[src/hw/bsp_pkg.sv]
// Purpose: Shared constants and types for the boost switch protection block
// Assumes: 50 MHz ref_clk_i; switching clock derived by division
// Notes: Counts are in switching clock periods unless named otherwise
package bsp_pkg;
    localparam int REF_CLK_KHZ = 50000;
    localparam int SW_FREQ_KHZ = 600;
    // Reference cycles per switching period (rounded down)
    localparam int SW_PERIOD_CYC = REF_CLK_KHZ / SW_FREQ_KHZ;
    localparam int SC_DETECT_PERIODS = 16;
    localparam int SC_RETRY_PERIODS = 512;
    localparam int SYNC_STAGES = 3;

    // Comparator and enable inputs grouped
    typedef struct packed {
        logic enable;
        logic cur_limit;
        logic overvoltage_guard;
        logic out_low;
        logic out_above_node;
        logic loop_off;
    } bsp_sense_s;

    typedef enum logic [1:0] {
        BSP_SN_IDLE,
        BSP_SN_RAMP,
        BSP_SN_CONDUCT,
        BSP_SN_CLAMP
    } bsp_snub_e;
endpackage

[src/hw/bsp_sync.sv]
// Purpose: Three-stage synchroniser with agreement filter
// Assumes: Input is asynchronous to clk_i
// Notes: Output changes once stages two and three agree
`timescale 1ns/1ps
`default_nettype none
module bsp_sync #(
    parameter int WIDTH = 1
) (
    input wire logic clk_i,
    input wire logic rst_n_i,
    input wire logic [WIDTH-1:0] d_i,
    output logic [WIDTH-1:0] q_o
);
    logic [WIDTH-1:0] s1;
    logic [WIDTH-1:0] s2;
    logic [WIDTH-1:0] s3;

    // Shift chain, first stage read only by second
    always_ff @(posedge clk_i) begin
        if (!rst_n_i) begin
            s1 <= '0;
            s2 <= '0;
            s3 <= '0;
        end else begin
            s1 <= d_i;
            s2 <= s1;
            s3 <= s2;
        end
    end

    // Accept a bit only when the last two stages agree
    wire [WIDTH-1:0] next_q;
    genvar g;
    generate
        for (g = 0; g < WIDTH; g++) begin : g_bit
            assign next_q[g] = (s2[g] == s3[g]) ? s3[g] : q_o[g];
        end
    endgenerate

    // Filtered output register, one process for the whole word
    always_ff @(posedge clk_i) begin
        if (!rst_n_i) begin
            q_o <= '0;
        end else begin
            q_o <= next_q;
        end
    end
endmodule
`default_nettype wire

[src/hw/bsp_ctrl.sv]
// Purpose: Gate control and protection for an inductive boost LED driver
// Assumes: Comparator outputs are asynchronous and filtered by bsp_sync
// Notes: All gate outputs come straight from flip-flops
`timescale 1ns/1ps
`default_nettype none
module bsp_ctrl
    import bsp_pkg::*;
#(
    parameter int PERIOD_CYC = SW_PERIOD_CYC,
    parameter int DETECT_PERIODS = SC_DETECT_PERIODS,
    parameter int RETRY_PERIODS = SC_RETRY_PERIODS
) (
    input wire logic ref_clk_i,
    input wire logic rst_n_i,
    input wire bsp_sense_s sense_i,
    output logic coil_sw_on_o,
    output logic rect_sw_on_o,
    output logic snub_on_o,
    output logic short_circuit_guard_o,
    output logic sw_clk_o
);
    localparam int PW = $clog2(PERIOD_CYC + 1);
    localparam int DW = $clog2(DETECT_PERIODS + 1);
    localparam int RW = $clog2(RETRY_PERIODS + 1);

    bsp_sense_s sn;
    logic [PW-1:0] per_cnt;
    logic period_start;
    logic on_window;
    logic [DW-1:0] low_cnt;
    logic [RW-1:0] retry_cnt;
    logic retrying;
    bsp_snub_e snub_st;
    logic next_coil;
    logic next_rect;

    bsp_sync #(.WIDTH($bits(bsp_sense_s))) u_sync (
        .clk_i(ref_clk_i),
        .rst_n_i(rst_n_i),
        .d_i(sense_i),
        .q_o(sn)
    );

    // Switching clock divider
    assign period_start = (per_cnt == PW'(PERIOD_CYC - 1));
    always_ff @(posedge ref_clk_i) begin
        if (!rst_n_i) begin
            per_cnt <= '0;
        end else if (period_start) begin
            per_cnt <= '0;
        end else begin
            per_cnt <= per_cnt + 1'b1;
        end
    end

    always_ff @(posedge ref_clk_i) begin
        if (!rst_n_i) begin
            sw_clk_o <= 1'b0;
        end else begin
            sw_clk_o <= (per_cnt < PW'(PERIOD_CYC / 2));
        end
    end

    // On-window: opened per period, closed by loop or current limit
    always_ff @(posedge ref_clk_i) begin
        if (!rst_n_i) begin
            on_window <= 1'b0;
        end else if (!sn.enable || retrying) begin
            on_window <= 1'b0;
        end else if (period_start) begin
            on_window <= 1'b1;
        end else if (sn.cur_limit || sn.loop_off) begin
            on_window <= 1'b0;
        end
    end

    // Low-output detect counter, counted in switching periods
    always_ff @(posedge ref_clk_i) begin
        if (!rst_n_i || !sn.enable) begin
            low_cnt <= '0;
        end else if (!sn.out_low) begin
            low_cnt <= '0;
        end else if (period_start && !retrying &&
                     low_cnt != DW'(DETECT_PERIODS)) begin
            low_cnt <= low_cnt + 1'b1;
        end else if (retrying) begin
            low_cnt <= '0;
        end
    end

    always_ff @(posedge ref_clk_i) begin
        if (!rst_n_i || !sn.enable) begin
            short_circuit_guard_o <= 1'b0;
        end else begin
            short_circuit_guard_o <=
                (low_cnt == DW'(DETECT_PERIODS));
        end
    end

    // Retry off-interval, repeated while the fault persists
    always_ff @(posedge ref_clk_i) begin
        if (!rst_n_i || !sn.enable) begin
            retrying <= 1'b0;
            retry_cnt <= '0;
        end else if (!retrying) begin
            if (low_cnt == DW'(DETECT_PERIODS)) begin
                retrying <= 1'b1;
                retry_cnt <= '0;
            end
        end else if (period_start) begin
            if (retry_cnt == RW'(RETRY_PERIODS - 1)) begin
                retrying <= 1'b0;
                retry_cnt <= '0;
            end else begin
                retry_cnt <= retry_cnt + 1'b1;
            end
        end
    end

    // Gate decisions
    always_comb begin
        next_coil = on_window && !period_start && !sn.cur_limit &&
                    !sn.loop_off && !sn.overvoltage_guard;
        // Rectifier conducts only while the node sits above the output
        next_rect = !on_window && !coil_sw_on_o && !next_coil &&
                    !sn.out_above_node && !sn.overvoltage_guard;
        if (!sn.enable || retrying) begin
            next_coil = 1'b0;
            next_rect = 1'b0;
        end
    end

    always_ff @(posedge ref_clk_i) begin
        if (!rst_n_i) begin
            coil_sw_on_o <= 1'b0;
            rect_sw_on_o <= 1'b0;
        end else begin
            coil_sw_on_o <= next_coil;
            rect_sw_on_o <= next_rect && !next_coil;
        end
    end

    // Snubber sequencer: ramp, then conduction, then clamp
    always_ff @(posedge ref_clk_i) begin
        if (!rst_n_i || !sn.enable) begin
            snub_st <= BSP_SN_IDLE;
        end else begin
            case (snub_st)
                BSP_SN_IDLE: begin
                    if (coil_sw_on_o) begin
                        snub_st <= BSP_SN_RAMP;
                    end
                end
                BSP_SN_RAMP: begin
                    if (rect_sw_on_o) begin
                        snub_st <= BSP_SN_CONDUCT;
                    end
                end
                BSP_SN_CONDUCT: begin
                    if (!rect_sw_on_o && !coil_sw_on_o) begin
                        snub_st <= BSP_SN_CLAMP;
                    end
                end
                BSP_SN_CLAMP: begin
                    if (period_start || next_coil) begin
                        snub_st <= BSP_SN_IDLE;
                    end
                end
                default: snub_st <= BSP_SN_IDLE;
            endcase
        end
    end

    always_ff @(posedge ref_clk_i) begin
        if (!rst_n_i) begin
            snub_on_o <= 1'b0;
        end else begin
            snub_on_o <= (snub_st == BSP_SN_CLAMP) && sn.enable &&
                         !period_start && !next_coil && !next_rect &&
                         !rect_sw_on_o && !coil_sw_on_o;
        end
    end
endmodule
`default_nettype wire

[config.mk]
export PLATFORM = sky130hd
export DESIGN_NAME = bsp_ctrl
export DESIGN_NICKNAME = d
export VERILOG_FILES = /design/src/hw/bsp_pkg.sv /design/src/hw/bsp_sync.sv /design/src/hw/bsp_ctrl.sv
export SDC_FILE = /design/constraint.sdc
export NUM_CORES = 1
export LEC_CHECK = 0
export ABC_AREA = 1
export BUFFER_PORTS_ARGS = -buffer_cell sky130_fd_sc_hd__buf_2
export CAP_MARGIN = 20
export CORE_ASPECT_RATIO = 1.75
export CORE_MARGIN = 2
export CORE_UTILIZATION = 59
export CTS_CLUSTER_DIAMETER = 100
export DETAILED_ROUTE_END_ITERATION = 8
export PLACE_DENSITY = 0.77
export SYNTH_ARGS = -nofsm -noshare
export SYNTH_HDL_FRONTEND = slang
export SYNTH_HIERARCHICAL = 1
export SYNTH_SLANG_ARGS = --single-unit
[constraint.sdc]
create_clock -name ref_clk_i -period 1.6 [get_ports ref_clk_i]
set_input_delay 0.16 -clock ref_clk_i [delete_from_list [all_inputs] [get_ports ref_clk_i]]
set_output_delay 0.16 -clock ref_clk_i [all_outputs]
set_load 0.005 [all_outputs]
# --- After elaboration in Yosys (flattened, before gate mapping) ---
# Cells that the tools add are included.
op_classes:
  addsub: 3
  order_cmp: 1
  eq_ne: 18
  mux: 19
  bitwise_logic: 2
  n_reduce_logical: 45
op_table:
  columns: ["cell", "count"]
  rows:
  - ["10-bit 2-to-1 mux", 4]
  - ["1-bit logical AND", 18]
  - ["1-bit zero test", 14]
  - ["10-bit by 1-bit adder with 10-bit output, second input constant", 1]
  - ["10-bit by 9-bit == test with 1-bit output, second input constant", 1]
  - ["5-bit 2-to-1 mux", 2]
  - ["2-bit inequality test, second input constant", 5]
  - ["1-bit 2-to-1 mux", 8]
  - ["2-bit 2-to-1 mux", 4]
  - ["2-bit case mux with 4 select lines", 1]
  - ["7-bit by 1-bit adder with 7-bit output, second input constant", 1]
  - ["7-bit == test, second input constant", 1]
  - ["7-bit by 6-bit < comparator with 1-bit output, second input constant", 1]
  - ["1-bit == test", 6]
  - ["2-bit nonzero test", 3]
  - ["2-bit OR reduction", 3]
  - ["5-bit by 1-bit adder with 5-bit output, second input constant", 1]
  - ["5-bit == test, second input constant", 1]
  - ["5-bit inequality test, second input constant", 1]
  - ["2-bit == test, second input constant", 2]
  - ["1-bit logical OR", 4]
  - ["4-bit AND reduction", 1]
  - ["2-bit by 1-bit == test with 1-bit output, second input constant", 1]
  - ["2-bit zero test", 1]
  - ["2 further kinds", 3]
word_totals:
  register_bits: 55
  input_bits: 8
  output_inout_bits: 5
  elab_cells: 108

# --- Longest topological paths before layout ---
# Gate-level depths: netlist of run 1.
depth:
  ltp_word: 15
  depth_mapped: 10
  depth_no_buf: 10

# --- Cells and area by module ---
# Netlist of run 1, hierarchy kept.
modules_own_cells:
  columns: ["module", "n_inst", "cells_per_inst", "area_per_inst_um2", "seq_area_each_um2"]
  rows:
  - ["bsp_ctrl", 1, 220, 1564.0, 620.6]
  - ["bsp_sync", 1, 80, 729.4, 480.5]

# --- Least setup slack after synthesis of run 1 ---
# Ideal clock, no wire load.
synth_timing:
  kind: "reg-to-reg"
  startpoint: "register retry_cnt[0]"
  endpoint: "register retry_cnt[0]"
  setup_time_ps: 113
  t_arrival_ps: 1239
  required_time_ps: 1487
  slack_ps: 248
  path_stages_with_launch: 9
  path_buffers: 0
  synth_period_minus_slack_ps: 1352
  path_cell_list: "dfxtp_1 -> ha_1 -> nand2_1 -> nor2_1 -> nand2_1 -> nor2_2 -> nor2_4 -> nor2_1 -> nor2_1"
synth_via:
  elab_chain_len: 4
  word_cells_on_any_way: 5
  classes_between: "1 x add/sub; 1 x eq/ne; 3 x mux"
synth_lines:
  columns: ["element", "line", "source"]
  rows:
  - ["from (decl)", "bsp_ctrl.sv:31", "logic [RW-1:0] retry_cnt;"]
  - ["from (signal assigned)", "bsp_ctrl.sv:115", "retry_cnt <= retry_cnt + 1'b1;"]
  - ["10-bit by 1-bit adder with 10-bit output or 10-bit by 9-bit == test with 1-bit output (tied branches)", "bsp_ctrl.sv:115, bsp_ctrl.sv:111", null]
  - ["10-bit 2-to-1 mux (*)", "bsp_ctrl.sv:111", "if (retry_cnt == RW'(RETRY_PERIODS - 1)) begin"]
  - ["10-bit 2-to-1 mux (*)", "bsp_ctrl.sv:110", "end else if (period_start) begin"]
  - ["10-bit 2-to-1 mux (*)", "bsp_ctrl.sv:105", "end else if (!retrying) begin"]
# Every way passes the cells marked *; elsewhere a longest branch is shown, timed or not. The select of a mux whose other input is x is not followed.
# A chain may end at the register's enable or synchronous reset.

# --- Worst setup path in the final report of run 1 ---
layout_timing:
  startpoint: "register retry_cnt[1]"
  endpoint: "register retry_cnt[9]"
# Same word-level chain as after synthesis.

==> impl_metrics.tcl, run 1 <==
set metrics [dict create \
    slew_headroom 0.802 \
    grt_pass1_vias 1796 \
    worst_path_max_delay_cell "dfxtp_1" \
    skew_ns 0.00781 \
    grt.total_usage 0.210 \
    clock_latency_ns 0.30 \
    fp.dieW_um 51.1 \
    synthCells 300 \
    ys_seq_area_frac 0.480 \
    cp.depth 8 \
    syn_to_final_growth_pct 11.2 \
    crit_type "reg -> reg" \
    synth_area_leaders "dfxtp_1, nand2_1, inv_1" \
    cp_common_cell "nand2_1" \
    path_buf_inv 0 \
    rr_worst_depth 8 \
    status "completed" \
    grt_max_degree 19 \
    diodes 0 \
    routabilityCongestion 0.808 \
    synth_warnings 6 \
    cp_data_required_time_ns 1.79 \
    fmax_mhz 666 \
    cts-root-buf "clkbuf_8" \
    die_area_um2 4420 \
    antenna_found_initial 0 \
    rr_endpoint "retry_cnt[9]" \
    ys_async_sr_fraction 0 \
    routed_wl_um 4160 \
    dpl-instance-area_um2 2420 \
    h-tree-depth 2 \
    setup_viol 0 \
    num_vias 1902 \
    cp_cell_sequence "ha_1, nand2_1, nor2_1, nand2_1, nor2_2, nor2_4, nand3_1, a21oi_1" \
    power.density_nw_per_um2 938 \
    peakVddDrop_uv 964 \
    boundaryPins 13 \
    dr.pass1.iters 4 \
    startpoint_type "register" \
    slew_violations 0 \
    synth_nets 318 \
    rows 30 \
    hold_class "in -> reg" \
    finalCritPeriodShare 0.938 \
    cp-endpoint "retry_cnt[9]" \
    overflow 0 \
    synth_top_area_frac 0.480 \
    cap_violations 0 \
    start_util 0.605 \
    netlist_area_um2 2290 \
    cts.sinks 55 \
    dpl.cell_count 362 \
    leakage_nw 1.07 \
    setup_tns_ns 0 \
    stdcell_count 370 \
    cts_setup_buffers 0 \
    ant_nets 0 \
    fin_util 0.673 \
    ff2ff_setup_slack_ns 0.1 \
    final_area_um2 2550 \
    p_total_mw 2.39 \
    fp.coreArea_um2 3790 \
    synth_cell_types 26 \
    die_h_um 86.5 \
    rsz0062_at_grt "true" \
    synth_edf_count 0 \
    cpLargestDelayFamily "simple AND/OR/NAND/NOR gates" \
    clk_path_buf_depth 2 \
    nNetsFinal 339 \
    grt_first_pass_wirelength_um 7110 \
    cts_buffers 5 \
    yosysMostFrequentCell "nand2_1" \
    ys_ff_latch 55 \
    portBuffers 12 \
    path_clk_slew_ns 0.09 \
    finalHoldViolCount 0 \
    hold_buffers 0 \
    dp_hpwl_um 3030 \
    tightestPinTransition_ns 0.296 \
    drcViolationCount 0 \
    worst_ep_arrival_time_ns 1.69 \
    avgSynthCellArea_um2 7.64 \
    critPathMaxFanout 8 \
    routed_via_density 5.14 \
    yosys.area.top_type "dfxtp_1" \
    critPathCaptureType "register" \
    synth_top_flop_cell "dfxtp_1" \
    crit_start "retry_cnt[1]" \
    wire_per_inst_um 11.2 \
    drt_iter0_markers 52 \
    synth_common_cells "nand2_1, dfxtp_1, inv_1" \
    drive_gt1_frac 0.130 \
    fin_crit_ns 1.50 \
    cts_tree "done" \
    max_stage_delay_ns 0.38 \
    r2r_start "retry_cnt[1]" \
]
-- per-stage QoR --
step / setup WS [ns] / hold slack, ns
floorplan: 0.248 / 0.258
global placement: 0.197 / 0.342
detailed placement: 0.127 / 0.347
CTS: 0.0827 / 0.0340
global route: -0.0476 / 0.0341
finish: 0.0990 / 0.0349
-- report_power, final --
group	leakage (nW)	total, mW	internal [mW]	switching [mW]
clock	0.0612	0.922	0.506	0.416
combinational	0.566	0.0620	0.0255	0.0365
sequential	0.447	1.41	1.39	0.0153
-- cell type report --
type / count / area (um^2)
inverters: 44 / 165
clock buffers: 6 / 82.6
clock inverters: 2 / 35.0
multi-input cells: 199 / 1020
well taps: 48 / 60.1
fillers: 340 / 1240
flip-flops and latches: 55 / 1100
repair buffers: 16 / 90.1
-- worst min-delay path: stages --
cell	delay [ns]
buf_2	0.07
nand2_1	0.04
inv_1	0.04
-- state kept, by name, indices dropped and copies added, names as in the netlist, 2 cells and up --
register    flops
retry_cnt      10
per_cnt         7
u_sync/q_o      6
u_sync/s1       6
u_sync/s2       6
u_sync/s3       6
low_cnt         5
snub_st         2
-- logic make-up (layout without fill, tap and decap cells) --
kind of cell	Yosys count	in the layout	synth area share
flip-flops	55	55	0.480
AND/OR/NAND/NOR	147	147	0.286
adder cells (fa/ha/maj)	10	10	0.0546
AO/OA/AOI/OAI	42	42	0.0988
buffers and inverters	46	68	0.0802
-- worst min-delay path by stage --
stage / cells after the start / start / endpoint / slack, ns
detailed placement: 3 / sense_i[3] / u_sync/s1[3] / 0.35
floorplan: 2 / sense_i[0] / u_sync/s1[0] / 0.26
finish: 3 / sense_i[3] / u_sync/s1[3] / 0.03
global route: 3 / sense_i[0] / u_sync/s1[0] / 0.03
global placement: 3 / sense_i[2] / u_sync/s1[2] / 0.34
CTS: 3 / sense_i[3] / u_sync/s1[3] / 0.03
-- layout by cell type, fill, tap and decap left out, types with 4 or more instances in the layout --
cell type / n
buf_4: 4
nand4_1: 4
a21oi_1: 23
ha_1: 10
clkbuf_8: 6
nor2_1: 35
o21ai_0: 12
buf_2: 12
nand2_1: 68
dfxtp_1: 55
inv_1: 41
nor3_1: 5
nand3_1: 17
-- per-layer routing --
metal / GRT usage / wire length, um / up-vias
met5: 0 / 0 / -
met1: 0.209 / 1720 / 860
met4: 0.0958 / 95 / 0
met3: 0.0431 / 111 / 11
li1: - / - / 1000
met2: 0.400 / 2230 / 31
-- repair_timing --
item | CTS | global route
hold endpoints to repair | 0 | 0
resized for setup | 0 | 2
endpoints found under the setup margin | 0 | 6
No activity file was read; power rests on OpenSTA's default activity.
==> run 2, diff against run 1 <==
Settings changed: CAP_MARGIN 20 to not set, CELL_PAD_IN_SITES_DETAIL_PLACEMENT set to 1, CELL_PAD_IN_SITES_GLOBAL_PLACEMENT set to 1, CORE_UTILIZATION 59 to 44, PLACE_DENSITY 0.77 to not set, PLACE_DENSITY_LB_ADDON set to 0.1.
==> impl_metrics.tcl, run 2 (synthesis results as in run 1) <==
set metrics [dict create \
    status "completed" \
    p_total_mw 2.29 \
    rows 34 \
    r2r_start "retry_cnt[1]" \
    cts_setup_buffers 0 \
    drcViolationCount 0 \
    nNetsFinal 342 \
    finalHoldViolCount 0 \
    grt_max_degree 20 \
    fmax_mhz 682 \
    reg_top3 "retry_cnt (10), per_cnt (7)" \
    hp-start "sense_i[5]" \
    setup_tns_ns 0 \
    min_path_cells 3 \
    drt_iter0_markers 45 \
    routabilityCongestion 0.775 \
    fin_crit_ns 1.47 \
    grt.total_usage 0.190 \
    postLayoutSetupSlackWorst_ns 0.134 \
    overflow 0 \
    cp_cell_sequence "ha_1, nand2_1, nor2_2, nand2_1, nor2_4, nor2_4, nand3_1, a21oi_1" \
    cap_violations 0 \
    worst_path_max_delay_cell "dfxtp_1" \
    path_buf_inv 0 \
    setup_viol 0 \
    leakage_nw 1.08 \
    path_clk_slew_ns 0.11 \
    dr.pass1.iters 4 \
    cts.sinks 55 \
    cp_data_required_time_ns 1.85 \
    skew_ns 0.00511 \
    wire_per_inst_um 13.3 \
    clk_path_buf_depth 2 \
    ff2ff_setup_slack_ns 0.13 \
    power.density_nw_per_um2 892 \
    final_cell_mix "nand2_1, dfxtp_1, inv_1" \
    rr_worst_depth 8 \
    grt_first_pass_wirelength_um 8600 \
    rr_endpoint "retry_cnt[5]" \
    crit_start "retry_cnt[1]" \
    cts-root-buf "clkbuf_8" \
    dp_hpwl_um 3850 \
    crit_type "reg -> reg" \
    routed_via_density 5.13 \
    critPathCaptureType "register" \
    die_h_um 99.5 \
    slew_violations 0 \
    start_util 0.461 \
    final_common_cell "nand2_1" \
    grt_pass1_vias 2016 \
    boundaryPins 13 \
    fp.dieW_um 58.6 \
    largest_reg_flops 10 \
    diodes 0 \
    fin_util 0.516 \
    h-tree-depth 2 \
    critPathMaxFanout 8 \
    ant_nets 0 \
    finalCritPeriodShare 0.916 \
    fp.coreArea_um2 4980 \
    worst_ep_arrival_time_ns 1.71 \
    peakVddDrop_uv 774 \
    cpLargestDelayFamily "simple AND/OR/NAND/NOR gates" \
    tightestPinTransition_ns 0.315 \
    antenna_found_initial 0 \
    drive_gt1_frac 0.142 \
    cts_buffers 5 \
    worstHoldEndpoint "u_sync/s1[5]" \
    max_stage_delay_ns 0.36 \
    cts_tree "done" \
    slew_headroom 0.790 \
    num_vias 1946 \
    hold_class "in -> reg" \
    startpoint_type "register" \
    routed_wl_um 5020 \
    clock_latency_ns 0.31 \
    portBuffers 12 \
    die_area_um2 5830 \
    top_register "retry_cnt" \
    syn_to_final_growth_pct 11.9 \
    place_ws_ns 0.0902 \
]
run 2: cell types whose count changed in the layout (fill, tap and decap cells not counted), sizes merged:
cell	delta
buf	+3
inv	+2
bufinv	-1
clkbuf	-1
clkinv	-1
clkinvlp	+1
run 2: worst max-delay path by stage:
stage               cells after the start      endpoint  slack, ns
finish                                  8  retry_cnt[5]       0.13
global route                            8  retry_cnt[3]      -0.01
CTS                                     8  retry_cnt[5]       0.07
detailed placement                      8  retry_cnt[5]       0.09
global placement                        8    snub_st[0]       0.18
floorplan                               8  retry_cnt[0]       0.25
run 2: final cells by class:
class	instances	area, um^2
flip-flops and latches	55	1100
inverters	44	168
well taps	54	67.6
clock buffers	5	68.8
multi-input cells	199	1020
repair buffers	19	113
fillers	643	2410
clock inverters	3	27.5
run 2: per-stage QoR:
| step | instance area, um^2 | hold slack (ns) | std cells |
|---|---|---|---|
| after detailed placement | 2450 | 0.350 | 371 |
| after global routing | 2570 | 0.0172 | 379 |
| after floorplan | 2290 | 0.258 | 300 |
| final | 2570 | 0.0214 | 379 |
| after CTS | 2550 | 0.0180 | 379 |
| after global placement | 2450 | 0.341 | 371 |
run 2: repair_timing:
| item | 4_1_cts | 5_1_grt |
|---|---|---|
| endpoints found under the hold margin | 0 | 0 |
| gates resized for setup | 0 | 5 |
| endpoints found under the setup margin | 0 | 9 |
| hold buffers | 0 | 0 |
run 2: power breakdown:
part           internal (mW)  total, mW  switching [mW]
sequential              1.40       1.41          0.0158
clock                  0.325      0.818           0.492
combinational         0.0268     0.0626          0.0358
total                   1.75       2.29           0.544
run 2: per-layer routing:
layer,GRT usage,wire length (um)
met5,0,0
met4,0.0577,69
met3,0.0299,106
met2,0.373,2860
met1,0.195,1990
run 2: worst min-delay path, cell delays in order:
cell     delay [ns]
buf_2          0.07
nand2_1        0.04
inv_1          0.04
